## src/rbst_pkg.sv

```systemverilog
// rbst_pkg: constants and carrier types for the remote binary signal
// transfer block; no assumptions beyond a single 20 MHz clock.
package rbst_pkg;
  // item counts
  localparam int RBST_NUM_FAST = 4;
  localparam int RBST_NUM_SLOW = 24;
  localparam int RBST_NUM_PEERS = 2;
  // field positions inside a frame payload
  localparam int RBST_FAST_LSB = 0;
  localparam int RBST_FAST_MSB = RBST_FAST_LSB + RBST_NUM_FAST - 1;
  // hold time setting width (milliseconds)
  localparam int RBST_HOLD_W = 16;
  // timing: clock period and hold-timer tick
  localparam int RBST_CLK_PERIOD_NS = 50;
  localparam int RBST_TICK_NS = 1000000;
  localparam int RBST_TICK_CYCLES = RBST_TICK_NS / RBST_CLK_PERIOD_NS;
  // reset values
  localparam logic [RBST_NUM_FAST-1:0] RBST_FAST_RST = 4'h0;
  localparam logic [RBST_NUM_SLOW-1:0] RBST_SLOW_RST = 24'h000000;
  localparam logic [RBST_HOLD_W-1:0] RBST_CNT_RST = 16'h0000;

  // one link frame: high-priority or background payload
  typedef struct packed {
    logic isFast;
    logic [RBST_NUM_SLOW-1:0] payload;
  } rbst_frame_t;

  localparam rbst_frame_t RBST_FRAME_RST = '{isFast: 1'b0, payload: 24'h0};

  // receiver state per peer
  typedef enum logic [1:0] {RX_WAIT, RX_LIVE, RX_HOLD} rbst_rx_state_t;
endpackage : rbst_pkg

```

## src/rbst_top.sv

```systemverilog
// rbst_top: remote binary signal transfer, four fast and 24 background
// items broadcast to all peers, received items merged per index.
// assumes a link layer on clk that takes frames by valid/ready and
// delivers per-peer frames, fault and topology status on clk.
//
// Overview of operation
// carries up to 28 binary items to peers
// four fast items sent first, high priority
// 24 background items fill the free slots
// fast input n drives fast output n remotely
// background input n drives output n remotely
// internal indication may replace any input
// transfer continues when device logged out
// peer presence reported only while peer active
// on link fault hold state, then clear
// every frame broadcast, no destination selection
// outputs inactive until first valid peer data
`timescale 1ns/1ns
module rbst_top
  import rbst_pkg::*;
#(
  parameter int TICK_CYCLES = RBST_TICK_CYCLES
)
(
  // clock and reset
  input wire logic clk,
  input wire logic reset_n,
  // local binary input pins
  input wire logic [RBST_NUM_FAST-1:0] fastTripIn,
  input wire logic [RBST_NUM_SLOW-1:0] slowSignalIn,
  // internal indications from the user logic stage
  input wire logic [RBST_NUM_FAST-1:0] userFastInd,
  input wire logic [RBST_NUM_SLOW-1:0] userSlowInd,
  input wire logic [RBST_NUM_FAST-1:0] userFastSel,
  input wire logic [RBST_NUM_SLOW-1:0] userSlowSel,
  // transmit link
  output logic txValid,
  input wire logic txReady,
  output rbst_frame_t txFrame,
  // receive link, one lane per peer
  input wire logic [RBST_NUM_PEERS-1:0] rxValid,
  input wire rbst_frame_t [RBST_NUM_PEERS-1:0] rxFrame,
  input wire logic [RBST_NUM_PEERS-1:0] linkFault,
  input wire logic [RBST_NUM_PEERS-1:0] peerActive,
  // settings
  input wire logic [RBST_HOLD_W-1:0] holdTimeMs,
  // received outputs and status
  output logic [RBST_NUM_FAST-1:0] fastTripOut,
  output logic [RBST_NUM_SLOW-1:0] slowSignalOut,
  output logic [RBST_NUM_PEERS-1:0] peerPresentFlag
);
  localparam int TW = $clog2(TICK_CYCLES + 1);
  localparam logic [TW-1:0] TICK_LAST = TW'(TICK_CYCLES - 1);

  logic [RBST_NUM_FAST-1:0] fastMeta_q, fastSync_q;
  logic [RBST_NUM_SLOW-1:0] slowMeta_q, slowSync_q;
  logic [RBST_NUM_FAST-1:0] fastNow, lastFast_q, lastFast_d;
  logic [RBST_NUM_SLOW-1:0] slowNow;
  logic txValid_q, txValid_d, turn_q, turn_d, loadSlot;
  rbst_frame_t txFrame_q, txFrame_d;
  logic [TW-1:0] div_q, div_d;
  logic msTick_q, msTick_d;
  logic [RBST_NUM_FAST-1:0] peerFast [RBST_NUM_PEERS];
  logic [RBST_NUM_SLOW-1:0] peerSlow [RBST_NUM_PEERS];
  logic [RBST_NUM_FAST-1:0] fastOr, fastOut_q;
  logic [RBST_NUM_SLOW-1:0] slowOr, slowOut_q;
  logic [RBST_NUM_PEERS-1:0] present_q;

  // pin synchronisers
  always_ff @(posedge clk or negedge reset_n) begin
    if (!reset_n) begin
      fastMeta_q <= RBST_FAST_RST;
      fastSync_q <= RBST_FAST_RST;
      slowMeta_q <= RBST_SLOW_RST;
      slowSync_q <= RBST_SLOW_RST;
    end else begin
      fastMeta_q <= fastTripIn;
      fastSync_q <= fastMeta_q;
      slowMeta_q <= slowSignalIn;
      slowSync_q <= slowMeta_q;
    end
  end

  // source select: pin or internal indication per item
  assign fastNow = (userFastSel & userFastInd) | (~userFastSel & fastSync_q);
  assign slowNow = (userSlowSel & userSlowInd) | (~userSlowSel & slowSync_q);

  // transmit scheduler; no login gating, one stream to all peers
  assign loadSlot = !txValid_q || txReady;
  always_comb begin
    txValid_d = txValid_q;
    txFrame_d = txFrame_q;
    lastFast_d = lastFast_q;
    turn_d = turn_q;
    if (loadSlot) begin
      txValid_d = 1'b1;
      if (fastNow != lastFast_q || turn_q) begin
        txFrame_d.isFast = 1'b1;
        txFrame_d.payload = RBST_NUM_SLOW'(fastNow);
        lastFast_d = fastNow;
        turn_d = 1'b0;
      end else begin
        txFrame_d.isFast = 1'b0;
        txFrame_d.payload = slowNow;
        turn_d = 1'b1;
      end
    end
  end

  always_ff @(posedge clk or negedge reset_n) begin
    if (!reset_n) begin
      txValid_q <= 1'b0;
      txFrame_q <= RBST_FRAME_RST;
      lastFast_q <= RBST_FAST_RST;
      turn_q <= 1'b1;
    end else begin
      txValid_q <= txValid_d;
      txFrame_q <= txFrame_d;
      lastFast_q <= lastFast_d;
      turn_q <= turn_d;
    end
  end

  assign txValid = txValid_q;
  assign txFrame = txFrame_q;

  // millisecond tick for the hold timer
  always_comb begin
    msTick_d = (div_q == TICK_LAST);
    div_d = msTick_d ? '0 : div_q + TW'(1);
  end

  always_ff @(posedge clk or negedge reset_n) begin
    if (!reset_n) begin
      div_q <= '0;
      msTick_q <= 1'b0;
    end else begin
      div_q <= div_d;
      msTick_q <= msTick_d;
    end
  end

  // one receiver per peer
  for (genvar p = 0; p < RBST_NUM_PEERS; p++) begin : gPeer
    rbst_peer_rx uRx (
      .clk(clk),
      .reset_n(reset_n),
      .rxValid(rxValid[p]),
      .rxFrame(rxFrame[p]),
      .linkFault(linkFault[p]),
      .msTick(msTick_q),
      .holdTimeMs(holdTimeMs),
      .fastOut(peerFast[p]),
      .slowOut(peerSlow[p])
    );
  end

  // merge peers by index
  always_comb begin
    fastOr = RBST_FAST_RST;
    slowOr = RBST_SLOW_RST;
    for (int p = 0; p < RBST_NUM_PEERS; p++) begin
      fastOr = fastOr | peerFast[p];
      slowOr = slowOr | peerSlow[p];
    end
  end

  // registered outputs and presence flags
  always_ff @(posedge clk or negedge reset_n) begin
    if (!reset_n) begin
      fastOut_q <= RBST_FAST_RST;
      slowOut_q <= RBST_SLOW_RST;
      present_q <= '0;
    end else begin
      fastOut_q <= fastOr;
      slowOut_q <= slowOr;
      present_q <= peerActive;
    end
  end

  assign fastTripOut = fastOut_q;
  assign slowSignalOut = slowOut_q;
  assign peerPresentFlag = present_q;

  // checks
  tx_hold_a: assert property (@(posedge clk) disable iff (!reset_n)
    txValid && !txReady |=> txValid && $stable(txFrame))
    else $error("frame changed before it was taken");
  fast_first_a: assert property (@(posedge clk) disable iff (!reset_n)
    loadSlot && fastNow != lastFast_q |=> txFrame.isFast
      && txFrame.payload[RBST_FAST_MSB:RBST_FAST_LSB] == $past(fastNow))
    else $error("changed fast item not sent first");
  slow_fill_a: assert property (@(posedge clk) disable iff (!reset_n)
    txValid && txReady && txFrame.isFast && fastNow == lastFast_q
      |=> !txFrame.isFast)
    else $error("free slot not used for background items");
  present_track_a: assert property (@(posedge clk) disable iff (!reset_n)
    ##1 peerPresentFlag == $past(peerActive))
    else $error("presence flag does not follow topology");
  out_merge_a: assert property (@(posedge clk) disable iff (!reset_n)
    ##1 fastTripOut == $past(fastOr) && slowSignalOut == $past(slowOr))
    else $error("received outputs do not match merged peers");
  tick_gap_a: assert property (@(posedge clk) disable iff (!reset_n)
    msTick_q |=> !msTick_q)
    else $error("hold tick wider than one cycle");
  fast_tx_c: cover property (@(posedge clk) disable iff (!reset_n)
    txValid && txReady && txFrame.isFast);
  slow_tx_c: cover property (@(posedge clk) disable iff (!reset_n)
    txValid && txReady && !txFrame.isFast);
  trip_rx_c: cover property (@(posedge clk) disable iff (!reset_n)
    fastTripOut != 4'h0);
endmodule : rbst_top

```

## src/rbst_peer_rx.sv

```systemverilog
// rbst_peer_rx: received item store for one peer with link-loss hold timer.
// assumes frames, fault and tick come from logic on the same clock.
`timescale 1ns/1ns
module rbst_peer_rx
  import rbst_pkg::*;
(
  // clock and reset
  input wire logic clk,
  input wire logic reset_n,
  // link side
  input wire logic rxValid,
  input wire rbst_frame_t rxFrame,
  input wire logic linkFault,
  // timing
  input wire logic msTick,
  input wire logic [RBST_HOLD_W-1:0] holdTimeMs,
  // received items
  output logic [RBST_NUM_FAST-1:0] fastOut,
  output logic [RBST_NUM_SLOW-1:0] slowOut
);
  rbst_rx_state_t state_q, state_d;
  logic [RBST_HOLD_W-1:0] cnt_q, cnt_d;
  logic [RBST_NUM_FAST-1:0] fast_q, fast_d;
  logic [RBST_NUM_SLOW-1:0] slow_q, slow_d;

  // next state: store frames, hold on fault, clear on expiry
  always_comb begin
    state_d = state_q;
    cnt_d = cnt_q;
    fast_d = fast_q;
    slow_d = slow_q;
    case (state_q)
      RX_WAIT, RX_LIVE: begin
        if (linkFault) begin
          if (state_q == RX_LIVE) begin
            state_d = RX_HOLD;
            cnt_d = RBST_CNT_RST;
          end
        end else if (rxValid) begin
          state_d = RX_LIVE;
          if (rxFrame.isFast) begin
            fast_d = rxFrame.payload[RBST_FAST_MSB:RBST_FAST_LSB];
          end else begin
            slow_d = rxFrame.payload;
          end
        end
      end
      RX_HOLD: begin
        if (cnt_q >= holdTimeMs) begin
          state_d = RX_WAIT;
          fast_d = RBST_FAST_RST;
          slow_d = RBST_SLOW_RST;
        end else if (msTick) begin
          cnt_d = cnt_q + 16'h0001;
        end
      end
      default: begin
        state_d = RX_WAIT;
      end
    endcase
  end

  // registers
  always_ff @(posedge clk or negedge reset_n) begin
    if (!reset_n) begin
      state_q <= RX_WAIT;
      cnt_q <= RBST_CNT_RST;
      fast_q <= RBST_FAST_RST;
      slow_q <= RBST_SLOW_RST;
    end else begin
      state_q <= state_d;
      cnt_q <= cnt_d;
      fast_q <= fast_d;
      slow_q <= slow_d;
    end
  end

  assign fastOut = fast_q;
  assign slowOut = slow_q;

  // checks
  wait_clear_a: assert property (@(posedge clk) disable iff (!reset_n)
    state_q == RX_WAIT |-> fast_q == RBST_FAST_RST && slow_q == RBST_SLOW_RST)
    else $error("outputs not clear while waiting for data");
  hold_stable_a: assert property (@(posedge clk) disable iff (!reset_n)
    state_q == RX_HOLD && state_d == RX_HOLD |=> $stable(fast_q)
      && $stable(slow_q))
    else $error("received state changed during hold");
  hold_expiry_a: assert property (@(posedge clk) disable iff (!reset_n)
    state_q == RX_HOLD && cnt_q >= holdTimeMs |=> state_q == RX_WAIT
      && slow_q == RBST_SLOW_RST)
    else $error("hold expiry did not clear outputs");
  slow_store_a: assert property (@(posedge clk) disable iff (!reset_n)
    state_q != RX_HOLD && !linkFault && rxValid && !rxFrame.isFast
      |=> slow_q == $past(rxFrame.payload))
    else $error("background frame not stored");
  fault_enter_a: assert property (@(posedge clk) disable iff (!reset_n)
    state_q == RX_LIVE && linkFault |=> state_q == RX_HOLD && cnt_q == 0)
    else $error("fault did not start hold timer");
  hold_cov_c: cover property (@(posedge clk) disable iff (!reset_n)
    state_q == RX_HOLD ##1 state_q == RX_WAIT);
endmodule : rbst_peer_rx

```

## config.mk

```make
export PLATFORM = sky130hd
export DESIGN_NAME = rbst_top
export DESIGN_NICKNAME = d
export VERILOG_FILES = /design/src/rbst_pkg.sv /design/src/rbst_top.sv /design/src/rbst_peer_rx.sv
export SDC_FILE = /design/constraint.sdc
export NUM_CORES = 1
export LEC_CHECK = 0
export BUFFER_PORTS_ARGS = -buffer_cell sky130_fd_sc_hd__buf_2
export CAP_MARGIN = 30
export CORE_ASPECT_RATIO = 0.9
export CORE_UTILIZATION = 49
export CTS_CLUSTER_SIZE = 40
export DETAILED_ROUTE_END_ITERATION = 8
export MAX_ROUTING_LAYER = met4
export PLACE_DENSITY = 0.81
export SLEW_MARGIN = 20
export SYNTH_ARGS = -nofsm -noshare
export SYNTH_HDL_FRONTEND = slang
export SYNTH_SLANG_ARGS = --single-unit
```

## constraint.sdc

```tcl
create_clock -name clk -period 2.24 [get_ports clk]
set_input_delay 0.448 -clock clk [delete_from_list [all_inputs] [get_ports clk]]
set_output_delay 0.448 -clock clk [all_outputs]
set_load 0.01 [all_outputs]
```

==> flow_summary_export.csv, run 1 <==
group,metric,value,unit
outcome,run_status,"complete, but fails checks",
outcome,violated_checks,"negative setup slack",
global_route,globalRouteOverflowTotal,0,
clock_tree,clock-root-buffer,"sky130_fd_sc_hd__clkbuf_16",
yosys,syn-instance-count,840,
yosys,distinct_cell_type_count_of_the_synthesized_netlist,56,
route,drt-initial-drc-count,420,
job,max-cap-violations,0,
yosys,synth_edf_count,0,
power,power,13800,uW
sta,slew_violations,0,
route,post-route-drc-count,0,
placement,globalplace.congestion,0.888,
yosys,synth_compound_gate_area_share,13.0,%
yosys,synthesized_flop_and_latch_total,225,
global_route,grt_first_pass_wirelength,39700,microns
final_layout,diodes,0,
setup_path,cp_data_arrival_time,2.94,ns
setup_path,critical_path.reg2reg.endpoint,"gPeer[1].uRx.slowOut[22]",
sta,min_period_over_period,114,%
setup_path,critical_path_required,2.63,ns
power,power_per_cell_area,1030,nW/um^2
final_layout,post_layout_nonfiller_instances,1415,
route,routedWlPerCell,19.3,microns
yosys,yosysTopAreaCell,"sky130_fd_sc_hd__dfrtp_1",
yosys,synth_simple_gate_area_share,12.7,%
sta,finalSetupViolCount,90,
sta,worst_slack,-0.318,ns
worst_hold_path,whs_path_depth,1,
clock_tree,number_of_h_tree_branching_levels,1,
yosys,synth_xor_area_share,1.45,%
yosys,post_synth_mux_area_share,6.39,%
yosys,post_synth_arst_share,100,%
yosys,synth_flop_cell,"sky130_fd_sc_hd__dfrtp_1",
setup_path,cp_max_fo,7,
sta,holdWs,0.0477,ns
route,detail_route.vias_per_cell,5.65,
floorplanning,die_width,150,microns
power,power.static_leakage,0.00645,uW
global_route,grt_antenna_before_repair,0,
floorplanning,chipHeight,135,microns
route,vias,7998,
yosys,synthesis.yosys.warnings,0,
yosys,largest_family_of_logic_cells_by_synthesized_area,"compound AO/OA/AOI/OAI gates",
worst_hold_path,hold_start,"slowSignalIn[8]",
yosys,synth_top_cell_area_share,58.2,%
route,route.final.wire_length,27400,microns
setup_path,endpoint,"gPeer[1].uRx.slowOut[22]",
placement,post-place-cells,1352,
setup_path,r2r.worst_path.cells,8,
floorplanning,core_area,19200,sq um
clock_tree,clkSlewWorstSetupHoldPaths,0.06,ns
setup_path,end_kind,"register",
floorplanning,num_rows,48,
sta,final_period_minus_worst_setup_slack,2.56,ns
clock_tree,inserted_clock_buffers,23,
sta,max_slew_margin,20.4,%
setup_path,r2r_setup_slack,-0.32,ns
route,drtPass1Iterations,5,
final_layout,num-nets-final,1346,
sta,timing.fmax,0.391,GHz
global_route,global_route.usage.total,26.1,%
floorplanning,start_util,50.1,%
final_layout,nFillCells,1302,
worst_hold_path,hp-class,"input pin to register",
final_layout,drive_above_1_share,42.9,%
clock_tree,clkSinkCount,225,
floorplanning,dieArea,20200,sq um
final_layout,post-route-util,70.1,%
global_route,grt_max_degree,69,
sta,rsz0062_at_grt,"true",
clock_tree,cts_tree,"yes",
yosys,post_synth.cell_area_avg,11.5,sq um
setup_path,timing.critical_path.from_type,"register",
global_route,grt_pass1_vias,7775,
final_layout,layout-area-overhead-vs-synth,39.8,%
yosys,mappedNetlistNets,1034,
clock_tree,clock_tree.buffer_depth,3,
placement,placement.io_buffers,214,
yosys,syn-cell-area,9630,sq um
power,max-vdd-ir-drop,0.000688,V
sta,max_slew.worst_pin.slew,1.19,ns
setup_path,worstSetupStartpoint,"gPeer[1].uRx.cnt_q[9]",
setup_path,r2r_path_start,"gPeer[1].uRx.cnt_q[9]",
sta,final.setup_skew,0.00705,ns
clock_tree,clock_insertion_delay_worst_skew,0.50,ns
floorplanning,floorplan.io_pins,215,
yosys,adder_cell_fraction_of_synth_area,4.55,%
yosys,synth.area.top_cells,"sky130_fd_sc_hd__dfrtp_1 (58%), sky130_fd_sc_hd__mux2i_1 (5.0%), sky130_fd_sc_hd__ha_1 (4.5%)",
yosys,synth.yosys.seq_area_share,58.5,%
route,drtAntennaViolNets,0,
placement,detailedPlacementHpwl,17000,microns
sta,finalHoldViolCount,0,
setup_path,crit_type,"register to register",
## cells by family after synthesis
kind of cell	count (synthesis)
AO/OA/AOI/OAI	177
XOR/XNOR	16
adder cells (fa/ha/maj)	35
buffers and inverters	82
flip-flops	225
multiplexers	60
other	1
AND/OR/NAND/NOR	244
## layout by cell type, fill, tap and decap left out, types with 6 or more instances in the layout
master,netlist,routed
sky130_fd_sc_hd__clkbuf_16,0,24
sky130_fd_sc_hd__dfrtp_1,224,223
sky130_fd_sc_hd__buf_8,0,6
sky130_fd_sc_hd__mux2_4,0,8
sky130_fd_sc_hd__ha_4,0,10
sky130_fd_sc_hd__o31ai_1,38,23
sky130_fd_sc_hd__nand2_1,96,94
sky130_fd_sc_hd__and3_1,7,6
sky130_fd_sc_hd__o22a_1,16,16
sky130_fd_sc_hd__buf_12,0,9
sky130_fd_sc_hd__a31oi_4,0,8
sky130_fd_sc_hd__o31ai_2,0,6
sky130_fd_sc_hd__o31ai_4,0,9
sky130_fd_sc_hd__nand3_1,17,17
sky130_fd_sc_hd__a22o_1,24,24
sky130_fd_sc_hd__buf_2,9,213
sky130_fd_sc_hd__nor3_1,16,6
sky130_fd_sc_hd__mux2i_1,48,47
sky130_fd_sc_hd__nor2_1,25,24
sky130_fd_sc_hd__nand4_1,8,8
sky130_fd_sc_hd__xnor2_1,10,10
sky130_fd_sc_hd__or2_2,32,32
sky130_fd_sc_hd__ha_1,35,25
sky130_fd_sc_hd__a21oi_2,0,8
sky130_fd_sc_hd__o21ai_0,31,22
sky130_fd_sc_hd__buf_4,3,73
sky130_fd_sc_hd__o21ai_1,1,6
sky130_fd_sc_hd__buf_6,0,13
sky130_fd_sc_hd__nand2b_1,8,8
sky130_fd_sc_hd__a21oi_1,25,16
sky130_fd_sc_hd__xor2_1,6,6
sky130_fd_sc_hd__inv_1,48,44
## where the power goes
part	internal, uW	switching [uW]
Sequential	4960	413
Combinational	2320	2590
Clock	2040	1530
Total	9310	4530
## sequential cells by signal (all words and copies together), names as in the netlist
name               cells
gPeer.uRx.cnt_q       32
lastFast_q             4
gPeer.uRx.slowOut     48
msTick_q               1
gPeer.uRx.fastOut      8
gPeer.uRx.state_q      4
txFrame               25
turn_q                 1
slowSignalOut         24
slowMeta_q            24
txValid                1
fastSync_q             4
div_q                 15
fastTripOut            4
peerPresentFlag        2
slowSync_q            24
fastMeta_q             4
## worst min path at each step
stage | end | slack, ns
finish | slowMeta_q[8] | 0.05
global route | slowMeta_q[22] | 0.03
CTS | slowMeta_q[6] | 0.03
detailed placement | slowSync_q[20] | 0.34
global placement | slowSync_q[6] | 0.33
floorplan | div_q[0] | 0.15
## through the flow
stage | TNS (ns) | setup slack [ns] | instance area (sq um)
floorplan | -6.74 | -0.187 | 9760
global placement | -38.49 | -0.523 | 11600
detailed placement | -45.28 | -0.631 | 11600
global route | -25.63 | -0.372 | 13500
finish | -20.04 | -0.318 | 13500
CTS | -17.29 | -0.244 | 12900
## routing by layer
layer	global-route usage, %	wire length (microns)	vias to the layer above	part of all wire, %
li1	-	-	3601	-
met1	32.8	11200	3895	41
met2	42.9	13100	412	48
met3	4.39	1990	90	7.3
met4	8.98	1020	0	3.7
met5	-	0	-	0
## what timing repair did
item,in CTS,in global routing
pin swaps,57,50
endpoints found under the hold margin,63,0
gates resized for setup,74,89
setup buffers,13,4
hold buffers,1,0
endpoints found under the setup margin,89,106
gates cloned,7,1
## worst max-delay path: stages, from the launching register on
cell and delay [ns]:
sky130_fd_sc_hd__dfrtp_1 0.42, sky130_fd_sc_hd__ha_4 0.28, sky130_fd_sc_hd__nand4_1 0.11, sky130_fd_sc_hd__or4_1 0.57
sky130_fd_sc_hd__o32a_4 0.43, sky130_fd_sc_hd__buf_12 0.17, sky130_fd_sc_hd__nand2_8 0.09, sky130_fd_sc_hd__o21ai_4 0.13
sky130_fd_sc_hd__a22o_1 0.22
## cell usage after synthesis, types with 21 or more instances
cell type                  number
sky130_fd_sc_hd__nor2_1        25
sky130_fd_sc_hd__a22o_1        24
sky130_fd_sc_hd__dfrtp_1      224
sky130_fd_sc_hd__clkbuf_1      21
sky130_fd_sc_hd__o21ai_0       31
sky130_fd_sc_hd__o31ai_1       38
sky130_fd_sc_hd__or2_2         32
sky130_fd_sc_hd__inv_1         48
sky130_fd_sc_hd__a21oi_1       25
sky130_fd_sc_hd__ha_1          35
sky130_fd_sc_hd__nand2_1       96
sky130_fd_sc_hd__mux2i_1       48
## layout make-up
cell class	count	area, sq um	area share (%)
inverter	48	195	1.45
clock buffer	31	656	4.87
tap	250	313	2.32
sequential	225	5630	41.8
clock inverter	7	43.8	0.325
timing repair buffer	318	2100	15.6
multi-input combinational	536	4530	33.6
Power figures use the tool's default switching activity.
==> run 2: changes to the inputs <==
CTS_BUF_LIST = sky130_fd_sc_hd__clkbuf_16   (was unset)
SLEW_MARGIN = 25   (was 20)
clock period = 2.3 ns   (was 2.24 ns; I/O delays follow)
==> run 2 against run 1 <==
Effect of this change:
- the run still ends with negative setup slack left
- final cell count decreased by 0.71%
- critical path type unchanged
- core utilization decreased by 2.4 points
- sequential power decreased by 2%
- power decreased by 6.0%
- combinational power decreased by 13%
- largest cell class unchanged
- sequential share of layout area increased by 1.5 points
- clock skew increased by 0.0038 ns
- clock power decreased by 1%
- die area unchanged
- clock-buffer cell count decreased by 8
- wire length decreased by 5.7%
- design area decreased by 3.4%
==> flow_summary_export.csv, run 2 (synthesis gave the netlist of run 1 again) <==
group,metric,value,unit
setup_path,cp_data_arrival_time,2.97,ns
final_layout,num-nets-final,1334,
final_layout,drive_above_1_share,39.0,%
final_layout,mostFrequentLayoutCell,"sky130_fd_sc_hd__dfrtp_1",
route,vias,7713,
setup_path,r2r_path_start,"gPeer[1].uRx.cnt_q[10]",
route,detail_route.vias_per_cell,5.49,
setup_path,endpoint,"gPeer[1].uRx.cnt_q[9]",
floorplanning,core_area,19200,sq um
setup_path,critical_path.slowest_cell,"sky130_fd_sc_hd__or4_4",
floorplanning,floorplan.io_pins,215,
global_route,global_route.usage.total,25.4,%
sta,worst_slack,-0.272,ns
power,power_switching_share,31.8,%
global_route,grt_pass1_vias,7625,
sta,final.setup_skew,0.0109,ns
final_layout,final_cell_mix,"sky130_fd_sc_hd__dfrtp_1 (222), sky130_fd_sc_hd__buf_2 (213), sky130_fd_sc_hd__nand2_1 (95)",
outcome,violated_checks,"negative setup slack",
final_layout,nFillCells,1357,
final_layout,diodes,0,
power,seqPwrFrac,40.3,%
route,routedWlPerCell,18.4,microns
final_layout,layout-area-overhead-vs-synth,35.1,%
global_route,grt_max_degree,60,
clock_tree,clkSlewWorstSetupHoldPaths,0.07,ns
setup_path,timing.critical_path.from_type,"register",
placement,placement.io_buffers,214,
route,drt-initial-drc-count,417,
clock_tree,clock-root-buffer,"sky130_fd_sc_hd__clkbuf_16",
sta,finalHoldViolCount,0,
power,clockPowerShare,27.1,%
power,switching_power,4140,uW
power,power.static_leakage,0.00628,uW
placement,globalplace.congestion,0.914,
setup_path,delay_of_the_slowest_cell_on_the_worst_path,0.58,ns
setup_path,worstSetupStartpoint,"gPeer[1].uRx.cnt_q[10]",
setup_path,crit_type,"register to register",
placement,detailedPlacementHpwl,17100,microns
setup_path,r2r.worst_path.cells,9,
setup_path,critical_path_required,2.70,ns
job,max-cap-violations,0,
setup_path,path_cells,"ha_4 > nand4_1 > or4_4 > buf_4 > o32a_4 > buf_6 > a31oi_1 > o31ai_2 > o31ai_1",
sta,rsz0062_at_grt,"true",
sta,finalSetupViolCount,88,
power,power_per_cell_area,1000,nW/um^2
setup_path,r2r_setup_slack,-0.27,ns
floorplanning,num_rows,48,
route,drtPass1Iterations,5,
sta,slew_violations,0,
power,power.internal,8870,uW
setup_path,critical_path.reg2reg.endpoint,"gPeer[1].uRx.cnt_q[9]",
sta,timing.fmax,0.389,GHz
clock_tree,clock_tree.buffer_depth,3,
floorplanning,chipHeight,135,microns
route,route.final.wire_length,25800,microns
outcome,run_status,"complete, but fails checks",
power,power,13000,uW
setup_path,end_kind,"register",
sta,min_period_over_period,112,%
sta,holdWs,0.0727,ns
worst_hold_path,hp-class,"input pin to register",
global_route,grt_first_pass_wirelength,38900,microns
setup_path,cp_max_fo,5,
global_route,grt_antenna_before_repair,0,
route,post-route-drc-count,0,
power,max-vdd-ir-drop,0.000706,V
clock_tree,cts_tree,"yes",
clock_tree,number_of_h_tree_branching_levels,1,
floorplanning,die_width,150,microns
sta,final_period_minus_worst_setup_slack,2.57,ns
clock_tree,clock_insertion_delay_worst_skew,0.50,ns
sta,max_slew.worst_pin.slew,0.633,ns
clock_tree,clkSinkCount,225,
clock_tree,inserted_clock_buffers,23,
final_layout,post-route-util,67.7,%
sta,max_slew_margin,57.7,%
final_layout,number_of_flip_flops_under_the_largest_register_name,48,
power,comb_power_share,32.6,%
floorplanning,dieArea,20200,sq um
route,drtAntennaViolNets,0,
floorplanning,start_util,50.1,%
global_route,globalRouteOverflowTotal,0,
[run 2: cell types whose count changed in the layout (fill, tap and decap cells not counted), moves of 4 or more]
cell,previous run,this run
sky130_fd_sc_hd__buf_4,73,65
sky130_fd_sc_hd__clkbuf_8,5,0
sky130_fd_sc_hd__nor3_2,5,1
sky130_fd_sc_hd__nor3_1,6,15
sky130_fd_sc_hd__a21oi_2,8,4
sky130_fd_sc_hd__nor3_4,5,0
sky130_fd_sc_hd__o31ai_1,23,28
sky130_fd_sc_hd__a31oi_4,8,2
sky130_fd_sc_hd__clkinv_1,0,6
sky130_fd_sc_hd__o31ai_4,9,3
[run 2: metrics by stage]
stage | setup TNS (ns) | setup slack, ns | area (sq um) | std cells
final | -12.27 | -0.272 | 13000 | 1405
after global routing | -16.51 | -0.295 | 13000 | 1405
after floorplan | -3.59 | -0.140 | 9760 | 840
after CTS | -8.22 | -0.135 | 12700 | 1400
after detailed placement | -34.90 | -0.471 | 11600 | 1346
after global placement | -32.15 | -0.455 | 11600 | 1346
[run 2: per-layer routing]
layer | GRT usage, % | wire (microns) | vias to the layer above
li1 | - | - | 3571
met4 | 8.14 | 911 | 0
met5 | - | 0 | -
met1 | 32.6 | 10700 | 3749
met3 | 4.43 | 1830 | 69
met2 | 41.0 | 12300 | 324
[run 2: worst max-delay path, delay by kind of cell (launching register included)]
family                   cells  cell delay, ns
adder cells (fa/ha/maj)      1            0.29
buffers and inverters        2            0.31
AND/OR/NAND/NOR              2            0.72
AO/OA/AOI/OAI                4            0.71
flip-flops                   1            0.43
[run 2: how the worst min path moves through the flow]
stage	cells after the start	from	end	slack (ns)
2_1_floorplan	0	reset_n	div_q[0]	0.16
6_report	1	slowSignalIn[16]	slowMeta_q[16]	0.07
4_1_cts	1	slowSignalIn[19]	slowMeta_q[19]	0.05
3_3_place_gp	0	slowMeta_q[0]	slowSync_q[0]	0.33
5_1_grt	1	fastTripIn[2]	fastMeta_q[2]	0.05
3_5_place_dp	0	slowMeta_q[20]	slowSync_q[20]	0.34
[run 2: layout make-up]
class / instances / area (sq um) / share of cell area [%]
clock buffer: 23 / 576 / 4.42
clock inverter: 17 / 129 / 0.990
tap: 250 / 313 / 2.40
timing repair buffer: 305 / 1940 / 14.9
multi-input combinational: 537 / 4220 / 32.4
inverter: 48 / 195 / 1.50
sequential: 225 / 5630 / 43.3
[run 2: what timing repair did]
action,CTS,global route
hold buffers,1,0
setup buffers,7,3
gates resized for setup,57,45
setup endpoints to repair,88,89
pin swaps,15,24
hold endpoints to repair,51,0
gates cloned,6,2
[run 2: power by group through the flow]
| stage | clock network, uW | logic (uW) | registers, uW |
|---|---|---|---|
| after detailed placement | 0 | 3420 | 5280 |
| after floorplan | 0 | 2030 | 5320 |
| after global routing | 3760 | 4540 | 5330 |
| final | 3520 | 4250 | 5240 |
| after global placement | 0 | 3300 | 5260 |
| after CTS | 3600 | 3870 | 5230 |
==> run 3: changes to the inputs <==
CORE_UTILIZATION = 54   (was 49)
PLACE_DENSITY = 0.85   (was 0.81)
clock period = 2.9 ns   (was 2.3 ns; I/O delays follow)
==> run 3 against run 2 <==
Effect of this change:
- largest cell class unchanged
- the run now ends clean
- highest routed layer unchanged
- setup slack improved by 0.45 ns
- core utilization is 1.4 points higher
- hold slack worse by 0.028 ns
==> flow_summary_export.csv, run 3 (synthesis gave the netlist of run 1 again) <==
group,metric,value,unit
outcome,run_status,"finished clean",
setup_path,timing.critical_path.from_type,"register",
floorplanning,dieArea,18400,sq um
power,clockPowerShare,28.5,%
floorplanning,floorplan.io_pins,215,
power,power_switching_share,30.7,%
clock_tree,number_of_h_tree_branching_levels,1,
sta,slew_violations,0,
route,route.final.wire_length,22900,microns
setup_path,path_cells,"ha_1 > nand4_1 > or4_1 > o221ai_1 > and3_1 > buf_12 > mux2i_1",
setup_path,timing.critical_path.buf_inv,1,
power,power.internal,6550,uW
sta,final_period_minus_worst_setup_slack,2.72,ns
clock_tree,clock-root-buffer,"sky130_fd_sc_hd__clkbuf_16",
clock_tree,clkSlewWorstSetupHoldPaths,0.06,ns
setup_path,cp_data_arrival_time,3.13,ns
worst_hold_path,hp-class,"input pin to async pin",
clock_tree,inserted_clock_buffers,23,
clock_tree,cts_tree,"yes",
placement,preCtsSetupSlack,-0.188,ns
route,routedWlPerCell,17.2,microns
route,drtPass1Iterations,4,
setup_path,crit_type,"register to register",
global_route,grt_pass1_vias,7319,
sta,tns,0,ns
clock_tree,clkSinkCount,225,
sta,timing.fmax,0.368,GHz
floorplanning,num_rows,45,
route,detail_route.vias_per_cell,5.52,
global_route,grt_first_pass_wirelength,36100,microns
job,max-cap-violations,0,
floorplanning,core_area,17200,sq um
final_layout,drive_above_1_share,30.8,%
sta,rsz0062_at_grt,"false",
setup_path,r2r_path_start,"gPeer[0].uRx.cnt_q[11]",
setup_path,r2r.worst_path.cells,7,
sta,max_slew.worst_pin.slew,0.914,ns
final_layout,num-nets-final,1273,
final_layout,number_of_flip_flops_under_the_largest_register_name,48,
setup_path,critical_path.slowest_cell,"sky130_fd_sc_hd__or4_1",
route,vias,7338,
final_layout,diodes,0,
final_layout,layout-area-overhead-vs-synth,23.2,%
power,power_per_cell_area,797,nW/um^2
placement,placement.io_buffers,214,
setup_path,critical_path.reg2reg.endpoint,"gPeer[0].uRx.slowOut[9]",
setup_path,r2r_setup_slack,0.18,ns
clock_tree,clock_insertion_delay_worst_skew,0.50,ns
power,comb_power_share,27.4,%
placement,globalplace.congestion,0.935,
setup_path,end_kind,"register",
final_layout,multi_input_area,3690,sq um
power,max-vdd-ir-drop,0.000542,V
placement,postPlaceCellArea,11200,sq um
setup_path,delay_of_the_slowest_cell_on_the_worst_path,0.52,ns
route,drtAntennaViolNets,0,
placement,detailedPlacementHpwl,16500,microns
clock_tree,clock_tree.buffer_depth,3,
setup_path,critical_path_required,3.31,ns
route,drt-initial-drc-count,290,
sta,finalHoldViolCount,0,
sta,max_slew_margin,38.6,%
final_layout,nFillCells,1260,
route,post-route-drc-count,0,
power,switching_power,2910,uW
final_layout,final-seq-area,5630,sq um
sta,min_period_over_period,93.7,%
floorplanning,die_width,143,microns
global_route,global_route.usage.total,26.1,%
setup_path,cp_max_fo,15,
power,seqPwrFrac,44.1,%
sta,worst_slack,0.182,ns
power,power.static_leakage,0.00587,uW
global_route,grt_max_degree,72,
final_layout,final_cell_mix,"sky130_fd_sc_hd__dfrtp_1 (224), sky130_fd_sc_hd__buf_2 (213), sky130_fd_sc_hd__nand2_1 (96)",
floorplanning,start_util,56.1,%
floorplanning,chipHeight,129,microns
final_layout,mostFrequentLayoutCell,"sky130_fd_sc_hd__dfrtp_1",
sta,final.setup_skew,0.00847,ns
final_layout,finish.instance_area,11900,sq um
global_route,globalRouteOverflowTotal,0,
setup_path,path_delay_family,"simple AND/OR/NAND/NOR gates",
sta,finalSetupViolCount,0,
global_route,grt_antenna_before_repair,0,
run 3: changes by cell type in the layout (fill, tap and decap cells not counted), moves of 7 or more:
cell and delta:
sky130_fd_sc_hd__buf_4 -35, sky130_fd_sc_hd__mux2_4 -8, sky130_fd_sc_hd__buf_6 -15, sky130_fd_sc_hd__mux2_2 +8, sky130_fd_sc_hd__o31ai_2 -7, sky130_fd_sc_hd__o21ai_0 +7, sky130_fd_sc_hd__ha_1 +7, sky130_fd_sc_hd__ha_4 -7
sky130_fd_sc_hd__o31ai_1 +10
run 3: worst max path at each step:
stage / startpoint / end / slack, ns / cells after the start
6_report: gPeer[0].uRx.cnt_q[11] / gPeer[0].uRx.slowOut[9] / 0.18 / 7
3_5_place_dp: holdTimeMs[14] / gPeer[0].uRx.slowOut[5] / -0.19 / 10
4_1_cts: gPeer[1].uRx.cnt_q[0] / gPeer[1].uRx.cnt_q[15] / 0.11 / 9
2_1_floorplan: holdTimeMs[15] / gPeer[1].uRx.slowOut[10] / 0.29 / 9
5_1_grt: gPeer[0].uRx.cnt_q[11] / gPeer[0].uRx.slowOut[21] / 0.005 / 7
3_3_place_gp: holdTimeMs[0] / gPeer[1].uRx.cnt_q[15] / -0.12 / 9
run 3: power by group through the flow:
stage / sequential [uW] / combinational [uW] / clock, uW
6_report: 4170 / 2590 / 2700
5_1_grt: 4240 / 2840 / 2890
4_1_cts: 4170 / 2600 / 2760
3_5_place_dp: 4210 / 2580 / 0
3_3_place_gp: 4190 / 2490 / 0
2_1_floorplan: 4220 / 1510 / 0
run 3: final cells by class:
| type | instances | share of cell area (%) |
|---|---|---|
| multi-input combinational | 533 | 31.1 |
| sequential | 225 | 47.4 |
| timing repair buffer | 248 | 11.7 |
| clock buffer | 23 | 4.85 |
| tap | 235 | 2.48 |
| clock inverter | 18 | 0.959 |
| inverter | 48 | 1.52 |
run 3: metrics by stage:
step / hold WS (ns) / total power (uW) / utilization [%] / instances
floorplan: 0.284 / 5740 / - / 840
global placement: 0.331 / 6670 / 65.1 / 1289
detailed placement: 0.335 / 6790 / 65.1 / 1289
CTS: 0.0634 / 9530 / 69.1 / 1330
global route: 0.0654 / 9970 / 69.1 / 1330
finish: 0.0446 / 9460 / 69.1 / 1330
run 3: repair_timing:
item                                    in CTS  in global routing
gates resized for setup                      0                  2
buffers inserted                             0                  0
hold buffers                                 0                  0
endpoints found under the setup margin       0                  1
run 3: per-layer routing:
metal  vias to the layer above  GRT usage [%]  wire length [microns]
li1                       3445              -                      -
met1                      3596           31.9                   9730
met2                       251           43.8                  11100
met3                        46           4.73                   1440
met4                         0           8.67                    656
met5                         -              -                      0
